--- src/inc/swrc_pkg.sv ---
package swrc_pkg;
  localparam int CLK_MHZ = 10;
  // Option byte reference stop, typical figure in microseconds.
  localparam int OB_REF_US = 544;
  localparam int OB_REF_MIN_US = 277;
  localparam int OB_REF_MAX_US = 1075;
  // Stop kept after leaving deep sleep, typical, least and longest, microseconds.
  localparam int STOP_WAIT_US = 34;
  localparam int STOP_WAIT_MIN_US = 17;
  localparam int STOP_WAIT_MAX_US = 67;
  localparam int STOP_WAIT_CYC = STOP_WAIT_US * CLK_MHZ;
  localparam int STOP_WAIT_MIN_CYC = STOP_WAIT_MIN_US * CLK_MHZ;
  localparam int STOP_WAIT_MAX_CYC = STOP_WAIT_MAX_US * CLK_MHZ;
  // Oscillator settle choices are powers of two of the system clock period.
  localparam int SETTLE_EXP0 = 10;
  localparam int SETTLE_EXP1 = 12;
  localparam int SETTLE_EXP2 = 15;
  localparam int SETTLE_EXP3 = 17;
  localparam int CNT_W = 18;
  localparam logic [7:0] OFS_CTRL = 8'h00;
  localparam logic [7:0] OFS_STATUS = 8'h04;
  localparam logic [7:0] OFS_RSF = 8'h08;
  localparam int CTRL_OSC_SETTLE_SELECT_LSB = 0;
  localparam logic [1:0] OSC_SETTLE_SELECT_RST = 2'h0;
  localparam logic [15:0] RESET_VECTOR_ADDR = 16'h0000;

  typedef enum logic [2:0] {
    ST_RESET = 3'h0,
    ST_SETTLE = 3'h1,
    ST_OBREF = 3'h3,
    ST_RUN = 3'h2,
    ST_STOP = 3'h6,
    ST_WSETTLE = 3'h7,
    ST_WWAIT = 3'h5,
    ST_HALT = 3'h4
  } swrc_state_t;

  typedef struct packed {
    logic h1;
    logic low_voltage_detector;
    logic ext;
    logic other;
  } swrc_wake_t;

  typedef struct packed {
    logic low_voltage_detector;
    logic wdt;
  } swrc_rsf_t;
endpackage

--- src/rtl/swrc_top.sv ---
// Design decisions made here: the placing of the registers and register access over APB.
`timescale 1ns/1ns
// Notes on behaviour
// - Reset during light sleep leaves it and restarts through the reset vector.
// - After any reset release the CPU stays stopped while option byte is referenced.
// - Light sleep: unmasked request resumes or vectors per interrupt enable; masked stays.
// - Deep sleep entered on stop; a pending unmasked timer, detector or external request releases it at once.
// - Immediate deep-sleep release still waits about 34 us, plus crystal settle.
// - Deep sleep stops system oscillator, CPU, sixteen-bit timer, peripheral-clocked timer.
// - Deep sleep holds port latches; power-on-clear, detector, external interrupts stay alive.
// - Low-speed clocked eight-bit timer counts while its oscillator runs; system-clocked watchdog stops.
// - Low-speed watchdog runs in standby unless its oscillator is stoppable and stopped.
// - Deep sleep wakes on timer, detector or external request, then resumes or vectors.
// - Leaving deep sleep keeps operation stopped 17 to 67 us, typically 34.
// - Reset in deep sleep acts at once; oscillator stabilization follows its release.
// - Reset comes from pin, watchdog overflow, power-on-clear or low-voltage detector.
// - All reset sources act alike; execution starts at the vector in 0000H.
// - During reset and stabilization pins float; reset indicator output drives low.
// - Low pin holds reset; high releases after option reference and crystal settle.
// - Watchdog reset releases by itself, then the same release sequence follows.
// - Power-on-clear and detector resets release once supply rises above level.
// - While reset is active both oscillators are stopped.
// - Pin used as port still resets if low between power-on-clear and option reference.
// - Deep-sleep settle wait applies with crystal only, 2^10 to 2^17 clocks.
// - Reset flags read zero after pin or power-on-clear reset; reading clears them.
module swrc_top #(
  parameter int OB_REF_CYC = swrc_pkg::OB_REF_US * swrc_pkg::CLK_MHZ,
  parameter int SETTLE_CYC2 = 1 << swrc_pkg::SETTLE_EXP2,
  parameter int SETTLE_CYC3 = 1 << swrc_pkg::SETTLE_EXP3
) (
  input wire logic pclk,
  input wire logic presetn,
  input wire logic psel,
  input wire logic penable,
  input wire logic pwrite,
  input wire logic [7:0] paddr,
  input wire logic [31:0] pwdata,
  output logic [31:0] prdata,
  output logic pready,
  output logic pslverr,
  input wire logic reset_pin_n,
  input wire logic reset_pin_is_port,
  output logic reset_pin_input_port,
  input wire logic poc_low,
  input wire logic lvi_low,
  input wire logic wdt_overflow,
  input wire logic osc_is_crystal,
  input wire logic [1:0] ob_settle_sel,
  input wire logic lsosc_stoppable,
  input wire logic lsosc_stop_req,
  input wire logic h1_on_lsosc,
  input wire logic wdt_on_lsosc,
  input wire logic halt_exec,
  input wire logic stop_exec,
  input wire swrc_pkg::swrc_wake_t int_req_flag,
  input wire swrc_pkg::swrc_wake_t interrupt_mask_flag,
  input wire logic global_interrupt_enable,
  output logic cpu_clk_en,
  output logic cpu_resume_next,
  output logic cpu_vector_int,
  output logic cpu_reset_start,
  output logic [15:0] reset_vector_addr,
  output logic sys_osc_en,
  output logic lsosc_en,
  output logic timer16_en,
  output logic timer8_en,
  output logic wdt_en,
  output logic port_latch_hold,
  output logic detectors_alive,
  output logic pins_hiz,
  output logic reset_indicator_port_output,
  output logic reset_indicator_port_output_oe
);
  localparam int CW = swrc_pkg::CNT_W;
  localparam logic [CW-1:0] LD_OBREF = CW'(OB_REF_CYC - 1);
  localparam logic [CW-1:0] LD_WAIT = CW'(swrc_pkg::STOP_WAIT_CYC - 1);
  localparam logic [CW-1:0] LD_S0 = CW'((1 << swrc_pkg::SETTLE_EXP0) - 1);
  localparam logic [CW-1:0] LD_S1 = CW'((1 << swrc_pkg::SETTLE_EXP1) - 1);
  localparam logic [CW-1:0] LD_S2 = CW'(SETTLE_CYC2 - 1);
  localparam logic [CW-1:0] LD_S3 = CW'(SETTLE_CYC3 - 1);

  function automatic logic [CW-1:0] settle_ld(input logic [1:0] sel);
    logic [CW-1:0] v;
    unique case (sel)
      2'h0: v = LD_S0;
      2'h1: v = LD_S1;
      2'h2: v = LD_S2;
      2'h3: v = LD_S3;
    endcase
    return v;
  endfunction

  // Asynchronous pins pass two flip-flops before use.
  logic [1:0] pin_sync_r;
  logic [1:0] poc_sync_r;
  logic [1:0] lvi_sync_r;
  always_ff @(posedge pclk or negedge presetn) begin
    if (!presetn) begin
      pin_sync_r <= 2'h3;
      poc_sync_r <= 2'h0;
      lvi_sync_r <= 2'h0;
    end else begin
      pin_sync_r <= {pin_sync_r[0], reset_pin_n};
      poc_sync_r <= {poc_sync_r[0], poc_low};
      lvi_sync_r <= {lvi_sync_r[0], lvi_low};
    end
  end
  wire pin_s = pin_sync_r[1];
  wire poc_s = poc_sync_r[1];
  wire lvi_s = lvi_sync_r[1];

  swrc_pkg::swrc_state_t state_r, state_nxt;
  logic [CW-1:0] cnt_r, cnt_nxt;
  logic poc_win_r;
  logic [1:0] osc_settle_select_r;
  swrc_pkg::swrc_rsf_t rsf_r, rsf_nxt;
  logic [31:0] prdata_r;
  logic resume_r, vector_r, start_r;
  logic go_int, go_start, ld;
  logic [CW-1:0] ld_val;

  // In port mode the pin only resets inside the window after power-on-clear.
  wire ext_rst = !pin_s && (!reset_pin_is_port || poc_win_r);
  wire rst_any = ext_rst || wdt_overflow || poc_s || lvi_s;
  wire done = (cnt_r == '0);
  wire swrc_pkg::swrc_wake_t unmasked = int_req_flag & ~interrupt_mask_flag;
  wire halt_wake = |unmasked;
  wire ls_run = !(lsosc_stoppable && lsosc_stop_req);
  wire stop_wake = (unmasked.h1 && h1_on_lsosc && ls_run) || unmasked.low_voltage_detector || unmasked.ext;
  wire in_rst_grp = (state_r == swrc_pkg::ST_RESET) || (state_r == swrc_pkg::ST_SETTLE)
                    || (state_r == swrc_pkg::ST_OBREF);

  always_comb begin
    state_nxt = state_r;
    ld = 1'b0;
    ld_val = '0;
    go_int = 1'b0;
    go_start = 1'b0;
    if (rst_any) begin
      state_nxt = swrc_pkg::ST_RESET;
    end else begin
      unique case (state_r)
        swrc_pkg::ST_RESET: begin
          ld = 1'b1;
          if (osc_is_crystal) begin
            state_nxt = swrc_pkg::ST_SETTLE;
            ld_val = settle_ld(ob_settle_sel);
          end else begin
            state_nxt = swrc_pkg::ST_OBREF;
            ld_val = LD_OBREF;
          end
        end
        swrc_pkg::ST_SETTLE: begin
          if (done) begin
            state_nxt = swrc_pkg::ST_OBREF;
            ld = 1'b1;
            ld_val = LD_OBREF;
          end
        end
        swrc_pkg::ST_OBREF: begin
          if (done) begin
            state_nxt = swrc_pkg::ST_RUN;
            go_start = 1'b1;
          end
        end
        swrc_pkg::ST_RUN: begin
          if (stop_exec) begin
            state_nxt = swrc_pkg::ST_STOP;
          end else if (halt_exec) begin
            state_nxt = swrc_pkg::ST_HALT;
          end
        end
        swrc_pkg::ST_HALT: begin
          if (halt_wake) begin
            state_nxt = swrc_pkg::ST_RUN;
            go_int = 1'b1;
          end
        end
        swrc_pkg::ST_STOP: begin
          if (stop_wake) begin
            ld = 1'b1;
            if (osc_is_crystal) begin
              state_nxt = swrc_pkg::ST_WSETTLE;
              ld_val = settle_ld(osc_settle_select_r);
            end else begin
              state_nxt = swrc_pkg::ST_WWAIT;
              ld_val = LD_WAIT;
            end
          end
        end
        swrc_pkg::ST_WSETTLE: begin
          if (done) begin
            state_nxt = swrc_pkg::ST_WWAIT;
            ld = 1'b1;
            ld_val = LD_WAIT;
          end
        end
        swrc_pkg::ST_WWAIT: begin
          if (done) begin
            state_nxt = swrc_pkg::ST_RUN;
            go_int = 1'b1;
          end
        end
      endcase
    end
  end

  assign cnt_nxt = ld ? ld_val : (done ? cnt_r : cnt_r - CW'(1));

  always_ff @(posedge pclk or negedge presetn) begin
    if (!presetn) begin
      state_r <= swrc_pkg::ST_RESET;
      cnt_r <= '0;
    end else begin
      state_r <= state_nxt;
      cnt_r <= cnt_nxt;
    end
  end

  // The window opens with power-on-clear and closes once the option byte is read.
  always_ff @(posedge pclk or negedge presetn) begin
    if (!presetn) begin
      poc_win_r <= 1'b1;
    end else if (poc_s) begin
      poc_win_r <= 1'b1;
    end else if (state_r == swrc_pkg::ST_OBREF && done) begin
      poc_win_r <= 1'b0;
    end
  end

  // Interrupt enable is sampled as execution resumes: at the wake in light sleep, after the wait in deep sleep.
  always_ff @(posedge pclk or negedge presetn) begin
    if (!presetn) begin
      resume_r <= 1'b0;
      vector_r <= 1'b0;
      start_r <= 1'b0;
    end else begin
      resume_r <= go_int && !global_interrupt_enable;
      vector_r <= go_int && global_interrupt_enable;
      start_r <= go_start;
    end
  end

  assign cpu_resume_next = resume_r;
  assign cpu_vector_int = vector_r;
  assign cpu_reset_start = start_r;
  assign reset_vector_addr = swrc_pkg::RESET_VECTOR_ADDR;
  assign reset_pin_input_port = pin_s;
  assign cpu_clk_en = (state_r == swrc_pkg::ST_RUN);
  assign sys_osc_en = (state_r != swrc_pkg::ST_RESET) && (state_r != swrc_pkg::ST_STOP);
  assign lsosc_en = (state_r != swrc_pkg::ST_RESET) && ls_run;
  assign timer16_en = (state_r != swrc_pkg::ST_STOP);
  assign timer8_en = (state_r != swrc_pkg::ST_STOP) || (h1_on_lsosc && lsosc_en);
  assign wdt_en = wdt_on_lsosc ? lsosc_en : cpu_clk_en;
  assign port_latch_hold = (state_r == swrc_pkg::ST_STOP) || (state_r == swrc_pkg::ST_HALT);
  assign detectors_alive = 1'b1;
  assign pins_hiz = in_rst_grp;
  assign reset_indicator_port_output = 1'b0;
  assign reset_indicator_port_output_oe = in_rst_grp;

  // APB slave: one wait-free access phase; read data is captured in the setup cycle.
  wire hit_ctrl = (paddr == swrc_pkg::OFS_CTRL);
  wire hit_stat = (paddr == swrc_pkg::OFS_STATUS);
  wire hit_rsf = (paddr == swrc_pkg::OFS_RSF);
  wire hit = hit_ctrl || hit_stat || hit_rsf;
  wire setup = psel && !penable;
  wire access = psel && penable;
  wire wr_ctrl = access && pwrite && hit_ctrl;
  wire rd_rsf = access && !pwrite && hit_rsf;
  logic [31:0] rd_mux;
  assign rd_mux = hit_ctrl ? {30'h0, osc_settle_select_r} :
                  hit_stat ? {26'h0, lsosc_en, sys_osc_en, cpu_clk_en, state_r} :
                  hit_rsf ? {30'h0, rsf_r} : 32'h0;
  assign pready = access;
  assign pslverr = access && !hit;
  assign prdata = prdata_r;

  // Only bits that were shown to software are cleared, so a new event is kept.
  wire swrc_pkg::swrc_rsf_t rd_clr = rd_rsf ? swrc_pkg::swrc_rsf_t'(prdata_r[1:0]) : '0;
  wire rsf_wipe = ext_rst || poc_s;
  assign rsf_nxt.wdt = wdt_overflow || (rsf_r.wdt && !rsf_wipe && !rd_clr.wdt);
  assign rsf_nxt.low_voltage_detector = lvi_s || (rsf_r.low_voltage_detector && !rsf_wipe && !rd_clr.low_voltage_detector);

  always_ff @(posedge pclk or negedge presetn) begin
    if (!presetn) begin
      osc_settle_select_r <= swrc_pkg::OSC_SETTLE_SELECT_RST;
      rsf_r <= '0;
      prdata_r <= 32'h0;
    end else begin
      if (wr_ctrl) begin
        osc_settle_select_r <= pwdata[swrc_pkg::CTRL_OSC_SETTLE_SELECT_LSB +: 2];
      end
      rsf_r <= rsf_nxt;
      if (setup && !pwrite) begin
        prdata_r <= rd_mux;
      end
    end
  end

  // Cycles spent in the current state, read only by the checks below.
  logic [CW-1:0] len_r;
  always_ff @(posedge pclk or negedge presetn) begin
    if (!presetn) begin
      len_r <= '0;
    end else begin
      len_r <= (state_nxt != state_r) ? '0 : len_r + CW'(1);
    end
  end
endmodule

--- config.mk ---
export PLATFORM = sky130hd
export DESIGN_NAME = swrc_top
export DESIGN_NICKNAME = d
export VERILOG_FILES = /design/src/inc/swrc_pkg.sv /design/src/rtl/swrc_top.sv
export SDC_FILE = /design/constraint.sdc
export NUM_CORES = 1
export LEC_CHECK = 0
export ABC_CLOCK_PERIOD_IN_PS = 3100
export BUFFER_PORTS_ARGS = -buffer_cell sky130_fd_sc_hd__buf_2
export CAP_MARGIN = 10
export CORE_MARGIN = 2
export CORE_UTILIZATION = 45
export CTS_BUF_LIST = sky130_fd_sc_hd__clkbuf_4
export DETAILED_ROUTE_END_ITERATION = 8
export HOLD_SLACK_MARGIN = 0.06
export PLACE_DENSITY = 0.8
export REMOVE_ABC_BUFFERS = 1
export SLEW_MARGIN = 10
export SYNTH_ARGS = -nofsm -noshare
export SYNTH_HDL_FRONTEND = slang
export SYNTH_SLANG_ARGS = --single-unit
--- constraint.sdc ---
create_clock -name pclk -period 3.1 [get_ports pclk]
set_input_delay 0.465 -clock pclk [delete_from_list [all_inputs] [get_ports pclk]]
set_output_delay 0.465 -clock pclk [all_outputs]
set_load 0.01 [all_outputs]
==> flow_summary_export.csv, run 1 <==
group,metric,value,unit
outcome,status,"complete, no violations",
routing,first_pass_iters,4,
setup_path,slowest_stage,"or3b_2",
power_and_ir_drop,p_switching,0.435,mW
sta,hold_slack,168,ps
power_and_ir_drop,p_clk_share,22.8,%
power_and_ir_drop,p_per_area,463,nW/um2
sta,worst_slew_pin_slew,903,ps
setup_path,worstPathArrival,2960,ps
power_and_ir_drop,pwr-share-comb,21.9,%
die,coreArea,5510,um2
grt,gr-total-overflow,0,
setup_path,crit_fanout,13,
die,die_y,79.4,um
setup_path,endpoint_kind,"register",
sta,relSlewSlack,39.4,%
sta,timing.fmax,0.368,GHz
placed_design,place_congestion,0.808,
routing,wl_per_cell,13.1,um
die,io_pins,133,
setup_path,worstPathRequired,3340,ps
die,rows,27,
routing,routed-via-count,2047,
grt,grt_usage,17.0,%
setup_path,cpPeakStageDelay,520,ps
grt,antenna_found_initial,0,
clocking,numCtsBuffers,5,
logic_synthesis,synth_most_common_cell,"buf_4",
setup_path,cp-startpoint,"cnt_r[0]",
clocking,cts_resized,0,
setup_path,crit_path_start_kind,"register",
routing,initialDrtViolationCount,107,
finish,final_nets,401,
logic_synthesis,syn_area_per_cell,9.21,um2
power_and_ir_drop,p_leak,1.31,nW
setup_path,worstSetupPathType,"register to register",
logic_synthesis,synth-main-ff-cell,"dfrtp_1",
sta,rsz0062_at_grt,"false",
routing,drt-total-wl,5.32,mm
clocking,hold_buffers,0,
clocking,clock_latency,370,ps
power_and_ir_drop,swShare,33.9,%
clocking,htree_levels,2,
die,die-area,6310,um2
logic_synthesis,yosys_warnings,0,
grt,grt_max_degree,42,
die,initial_core_util,46.5,%
logic_synthesis,synth.top_cells.by_area,"dfrtp_1, buf_4, nor2_1, xnor2_1, dfstp_2",
logic_synthesis,synth_common_cells,"buf_4, dfrtp_1, nor2_1",
sta,finalHoldViolations,0,
routing,ant_nets,0,
sta,tns,0,ps
placed_design,hpwl,4.11,mm
clocking,root_buffer,"clkbuf_4",
clocking,clk_transition_reported_paths,150,ps
sta,fin_crit_sh,87.6,%
sta,finClkSkew,18.1,ps
logic_synthesis,yosys.area.top_type,"dfrtp_1",
logic_synthesis,seq_area_frac_synth,40.2,%
routing,viasPerCell,5.05,
logic_synthesis,ys_types,51,
grt,grt_pass1_vias,1864,
sta,slew_viol_final,0,
sta,final-setup-viol-count,0,
routing,drc_errors,0,
logic_synthesis,async_flop_share,100,%
sta,min_period,2720,ps
die,dieWidth,79.4,um
logic_synthesis,synth-edff-count,0,
setup_path,r2r-start,"cnt_r[0]",
clocking,tritoncts,"done",
finish,drive_above_1_share,25.5,%
worst_hold_path,hold_path.class,"input port to register",
logic_synthesis,syn_area,2560,um2
clocking,cts_setup_buffers,0,
clocking,clockBufferDepth,2,
finish,diodes,0,
logic_synthesis,synth_top_area_share,37.1,%
grt,grt_pass1_wl,8.56,mm
placed_design,port_buffers,58,
power_and_ir_drop,pwr-share-seq,55.3,%
finish,area_growth,8.31,%
worst_hold_path,worstHoldStart,"reset_pin_n",
logic_synthesis,synth_seq_cells,41,
logic_synthesis,syn-instance-count,278,
clocking,numClockSinks,41,
job,cap_violations,0,
power_and_ir_drop,internal_power,0.848,mW
setup_path,cp_cell_sequence,"inv_1, ha_1, or3b_2, or2_2, nor3_1, a21o_1, o21ai_0",
power_and_ir_drop,vdd.ir_drop.worst,0.268,mV
==> placed cells by master, fill, tap and decap left out, drive strengths merged, types with 2 or more instances in the layout <==
cell type and count:
buf 58, conb 44, dfrtp 38, nor2 26, nand2 15, o21ai 14
inv 11, xnor2 10, a21oi 10, nor3 10, nor2b 8, o22ai 8
or4 7, xor2 6, mux2i 5, clkbuf 5, nand3 4, a22oi 4
and3 4, nand2b 3, nor4 3, a21o 3, o211ai 3, a31oi 3
dfstp 3, or2 3, or3 3, a31o 2, or3b 2, mux2 2
a22o 2, o31ai 2
==> cells by family (layout without fill, tap and decap cells) <==
kind of cell / count (synthesis) / count (layout) / share of synthesized area, %
flops: 41 / 41 / 40.2
compound gates: 55 / 55 / 14.3
fa+ha+maj: 1 / 1 / 0.489
mux: 7 / 7 / 2.83
other cells: 2 / 44 / 0.293
xor+xnor: 16 / 16 / 5.47
simple gates: 93 / 93 / 19.7
buf+inv: 63 / 76 / 16.6
==> metal layers <==
metal | global-route usage (%) | up-vias | part of all wire (%) | wire, um
met5 | 0 | - | 0 | 0
met4 | 3.79 | 0 | 0.75 | 40
met3 | 3.85 | 5 | 7.5 | 399
met2 | 27.1 | 83 | 47 | 2490
met1 | 23.8 | 974 | 45 | 2390
li1 | - | 985 | - | -
==> power by group through the flow <==
stage                     registers (mW)  clock network [mW]  logic (mW)
after floorplan                    0.697                   0       0.205
after global placement             0.711                   0       0.268
after detailed placement           0.717                   0       0.282
after CTS                          0.707               0.293       0.284
after global routing               0.725               0.319       0.321
final                              0.709               0.292       0.282
==> critical path: cells and delay by family (launching register included) <==
| family | cells | cell delay [ps] |
|---|---|---|
| simple gates | 3 | 1310 |
| compound gates | 2 | 580 |
| flops | 1 | 440 |
| fa+ha+maj | 1 | 180 |
| buf+inv | 1 | 70 |
==> stage by stage <==
step	util (%)	area, um2	power [mW]	instances	setup WS [ps]
2_1_floorplan	-	2330	0.903	267	829
3_3_place_gp	49.2	2710	0.980	397	466
3_5_place_dp	49.2	2710	1.00	397	404
4_1_cts	50.4	2770	1.28	405	373
5_1_grt	50.4	2770	1.37	405	188
6_report	50.4	2770	1.28	405	384
==> registers in the layout (all words and copies together) (netlist names) <==
register and flops:
cnt_r 18, prdata 6, state_r 3, lvi_sync_r 2, osc_settle_select_r 2, pin_sync_r 2
poc_sync_r 2, rsf_r 2, cpu_reset_start 1, cpu_resume_next 1, cpu_vector_int 1, poc_win_r 1
==> final cells by class <==
class / count / area (um2)
clock buffers: 5 / 37.5
clock inverters: 3 / 25.0
fillers: 519 / 2730
inverters: 10 / 37.5
multi-input cells: 216 / 1260
flip-flops and latches: 41 / 1030
well taps: 72 / 90.1
repair buffers: 58 / 290
==> final timing paths <==
check                                 to  slack (ps)  cells after the start
max                             cnt_r[2]         380                      7
min                        pin_sync_r[0]         170                      1
max reg2reg                     cnt_r[2]         380                      7
min reg2reg                pin_sync_r[1]         370                      0
max in group asynchronous      prdata[0]        2330                      1
min in group asynchronous     state_r[2]         200                      1
(Power assumes the default switching activity.)
==> run 2: changes to the inputs <==
- CELL_PAD_IN_SITES_DETAIL_PLACEMENT: default -> 2
- CELL_PAD_IN_SITES_GLOBAL_PLACEMENT: default -> 2
- CORE_UTILIZATION: 45 -> 26
- PLACE_DENSITY: 0.8 -> default
- PLACE_DENSITY_LB_ADDON: default -> 0.1
==> run 2 against run 1 <==
Effect of this change:
- design area up 4.9%
- sequential share of layout area down 1.7 points
- first-iteration DRC count down 24%
- largest power group unchanged
- register-to-register slack better by 220 ps
- critical endpoint is now cnt_r[16]
==> flow_summary_export.csv, run 2 (synthesis results as in run 1) <==
group,metric,value,unit
setup_path,cp_num_buf_inv,1,
clocking,cts_setup_buffers,0,
finish,area_growth,13.6,%
routing,wl_per_cell,14.4,um
die,initial_core_util,26.4,%
placed_design,hpwl,5.33,mm
sta,slew_viol_final,0,
die,coreArea,9680,um2
sta,min_period,2500,ps
die,die-area,10700,um2
die,die_y,103,um
finish,design_area,2910,um2
grt,grt_usage,13.4,%
grt,antenna_found_initial,0,
finish,diodes,0,
power_and_ir_drop,p_leak,1.35,nW
power_and_ir_drop,vdd.ir_drop.worst,0.202,mV
clocking,root_buffer,"clkbuf_4",
routing,drt-total-wl,6.77,mm
grt,grt_pass1_vias,2212,
clocking,numClockSinks,41,
clocking,clock_latency,350,ps
finish,top_register,"cnt_r",
job,cap_violations,0,
sta,rsz0062_at_grt,"false",
sta,tns,0,ps
placed_design,post-place-ws,561,ps
setup_path,crit_path_start_kind,"register",
power_and_ir_drop,power,1.36,mW
finish,largest_reg_flops,18,
setup_path,worstPathArrival,2780,ps
clocking,numCtsBuffers,5,
placed_design,place_congestion,0.798,
die,io_pins,133,
clocking,hold_buffers,0,
routing,routed-via-count,2090,
clocking,tritoncts,"done",
sta,setup_ws,604,ps
routing,viasPerCell,4.44,
setup_path,crit_fanout,11,
power_and_ir_drop,p_per_area,468,nW/um2
placed_design,port_buffers,58,
clocking,htree_levels,2,
sta,finalHoldViolations,0,
grt,gr-total-overflow,0,
finish,layout_common_cells,"buf_2, conb_1, dfrtp_1",
routing,ant_nets,0,
sta,worst_slew_pin_slew,974,ps
setup_path,worstPathRequired,3380,ps
routing,first_pass_iters,4,
sta,fin_crit_sh,80.5,%
placed_design,placed_area,2820,um2
grt,grt_pass1_wl,11.0,mm
finish,final_util,30.0,%
finish,final_nets,406,
clocking,clk_transition_reported_paths,140,ps
sta,relSlewSlack,35.1,%
worst_hold_path,hold_path.class,"input port to register",
clocking,cts_resized,0,
setup_path,cpPeakStageDelay,520,ps
setup_path,cp_cell_sequence,"inv_1, ha_1, or3b_2, or2_2, o31ai_4, nand2_2, o22ai_1",
routing,initialDrtViolationCount,81,
grt,grt_max_degree,42,
finish,drive_above_1_share,26.6,%
clocking,clockBufferDepth,2,
sta,final-setup-viol-count,0,
die,rows,36,
setup_path,slowest_stage,"or3b_2",
sta,timing.fmax,0.401,GHz
outcome,status,"complete, no violations",
setup_path,crit_family,"simple AND/OR/NAND/NOR gates",
die,dieWidth,103,um
sta,finClkSkew,15.8,ps
routing,drc_errors,0,
setup_path,worstSetupPathType,"register to register",
setup_path,endpoint_kind,"register",
finish,final_common_cell,"buf_2",
==> run 2: cell count changes in the layout (fill, tap and decap cells not counted) <==
cell / change
buf_4: +5
bufinv_16: +1
inv_6: -1
==> run 2: metal layers <==
metal	up-vias	routed length, um	global-route usage, %
li1	995	-	-
met1	1006	3240	18.8
met2	84	3070	21.5
met3	5	391	2.08
met4	0	67	3.34
met5	-	0	0
==> run 2: final cells by class <==
class,count,area (um2)
clock buffers,5,37.5
clock inverters,3,46.3
fillers,1141,6780
inverters,10,37.5
multi-input cells,216,1260
flip-flops and latches,41,1030
well taps,133,166
repair buffers,63,328
==> run 2: path summary, 6_finish.rpt <==
path / start / to / slack, ps / cells after the start
setup / recovery: cnt_r[0] / cnt_r[16] / 600 / 7
hold / removal: reset_pin_n / pin_sync_r[0] / 190 / 1
setup reg to reg: cnt_r[0] / cnt_r[16] / 600 / 7
hold reg to reg: pin_sync_r[0] / pin_sync_r[1] / 370 / 0
max in group asynchronous: presetn / cnt_r[8] / 2250 / 1
min in group asynchronous: presetn / cnt_r[7] / 250 / 1
==> run 2: metrics by stage <==
step | cells | hold WS (ps)
2_1_floorplan | 267 | 169
3_3_place_gp | 463 | 336
3_5_place_dp | 463 | 338
4_1_cts | 471 | 159
5_1_grt | 471 | 160
6_report | 471 | 187
==> run 2: power by group <==
| part | internal, mW | total (mW) | switching (mW) | leakage (nW) |
|---|---|---|---|---|
| Sequential | 0.622 | 0.707 | 0.0849 | 0.512 |
| Combinational | 0.135 | 0.287 | 0.152 | 0.792 |
| Clock | 0.171 | 0.368 | 0.197 | 0.0414 |
| Total | 0.928 | 1.36 | 0.434 | 1.35 |
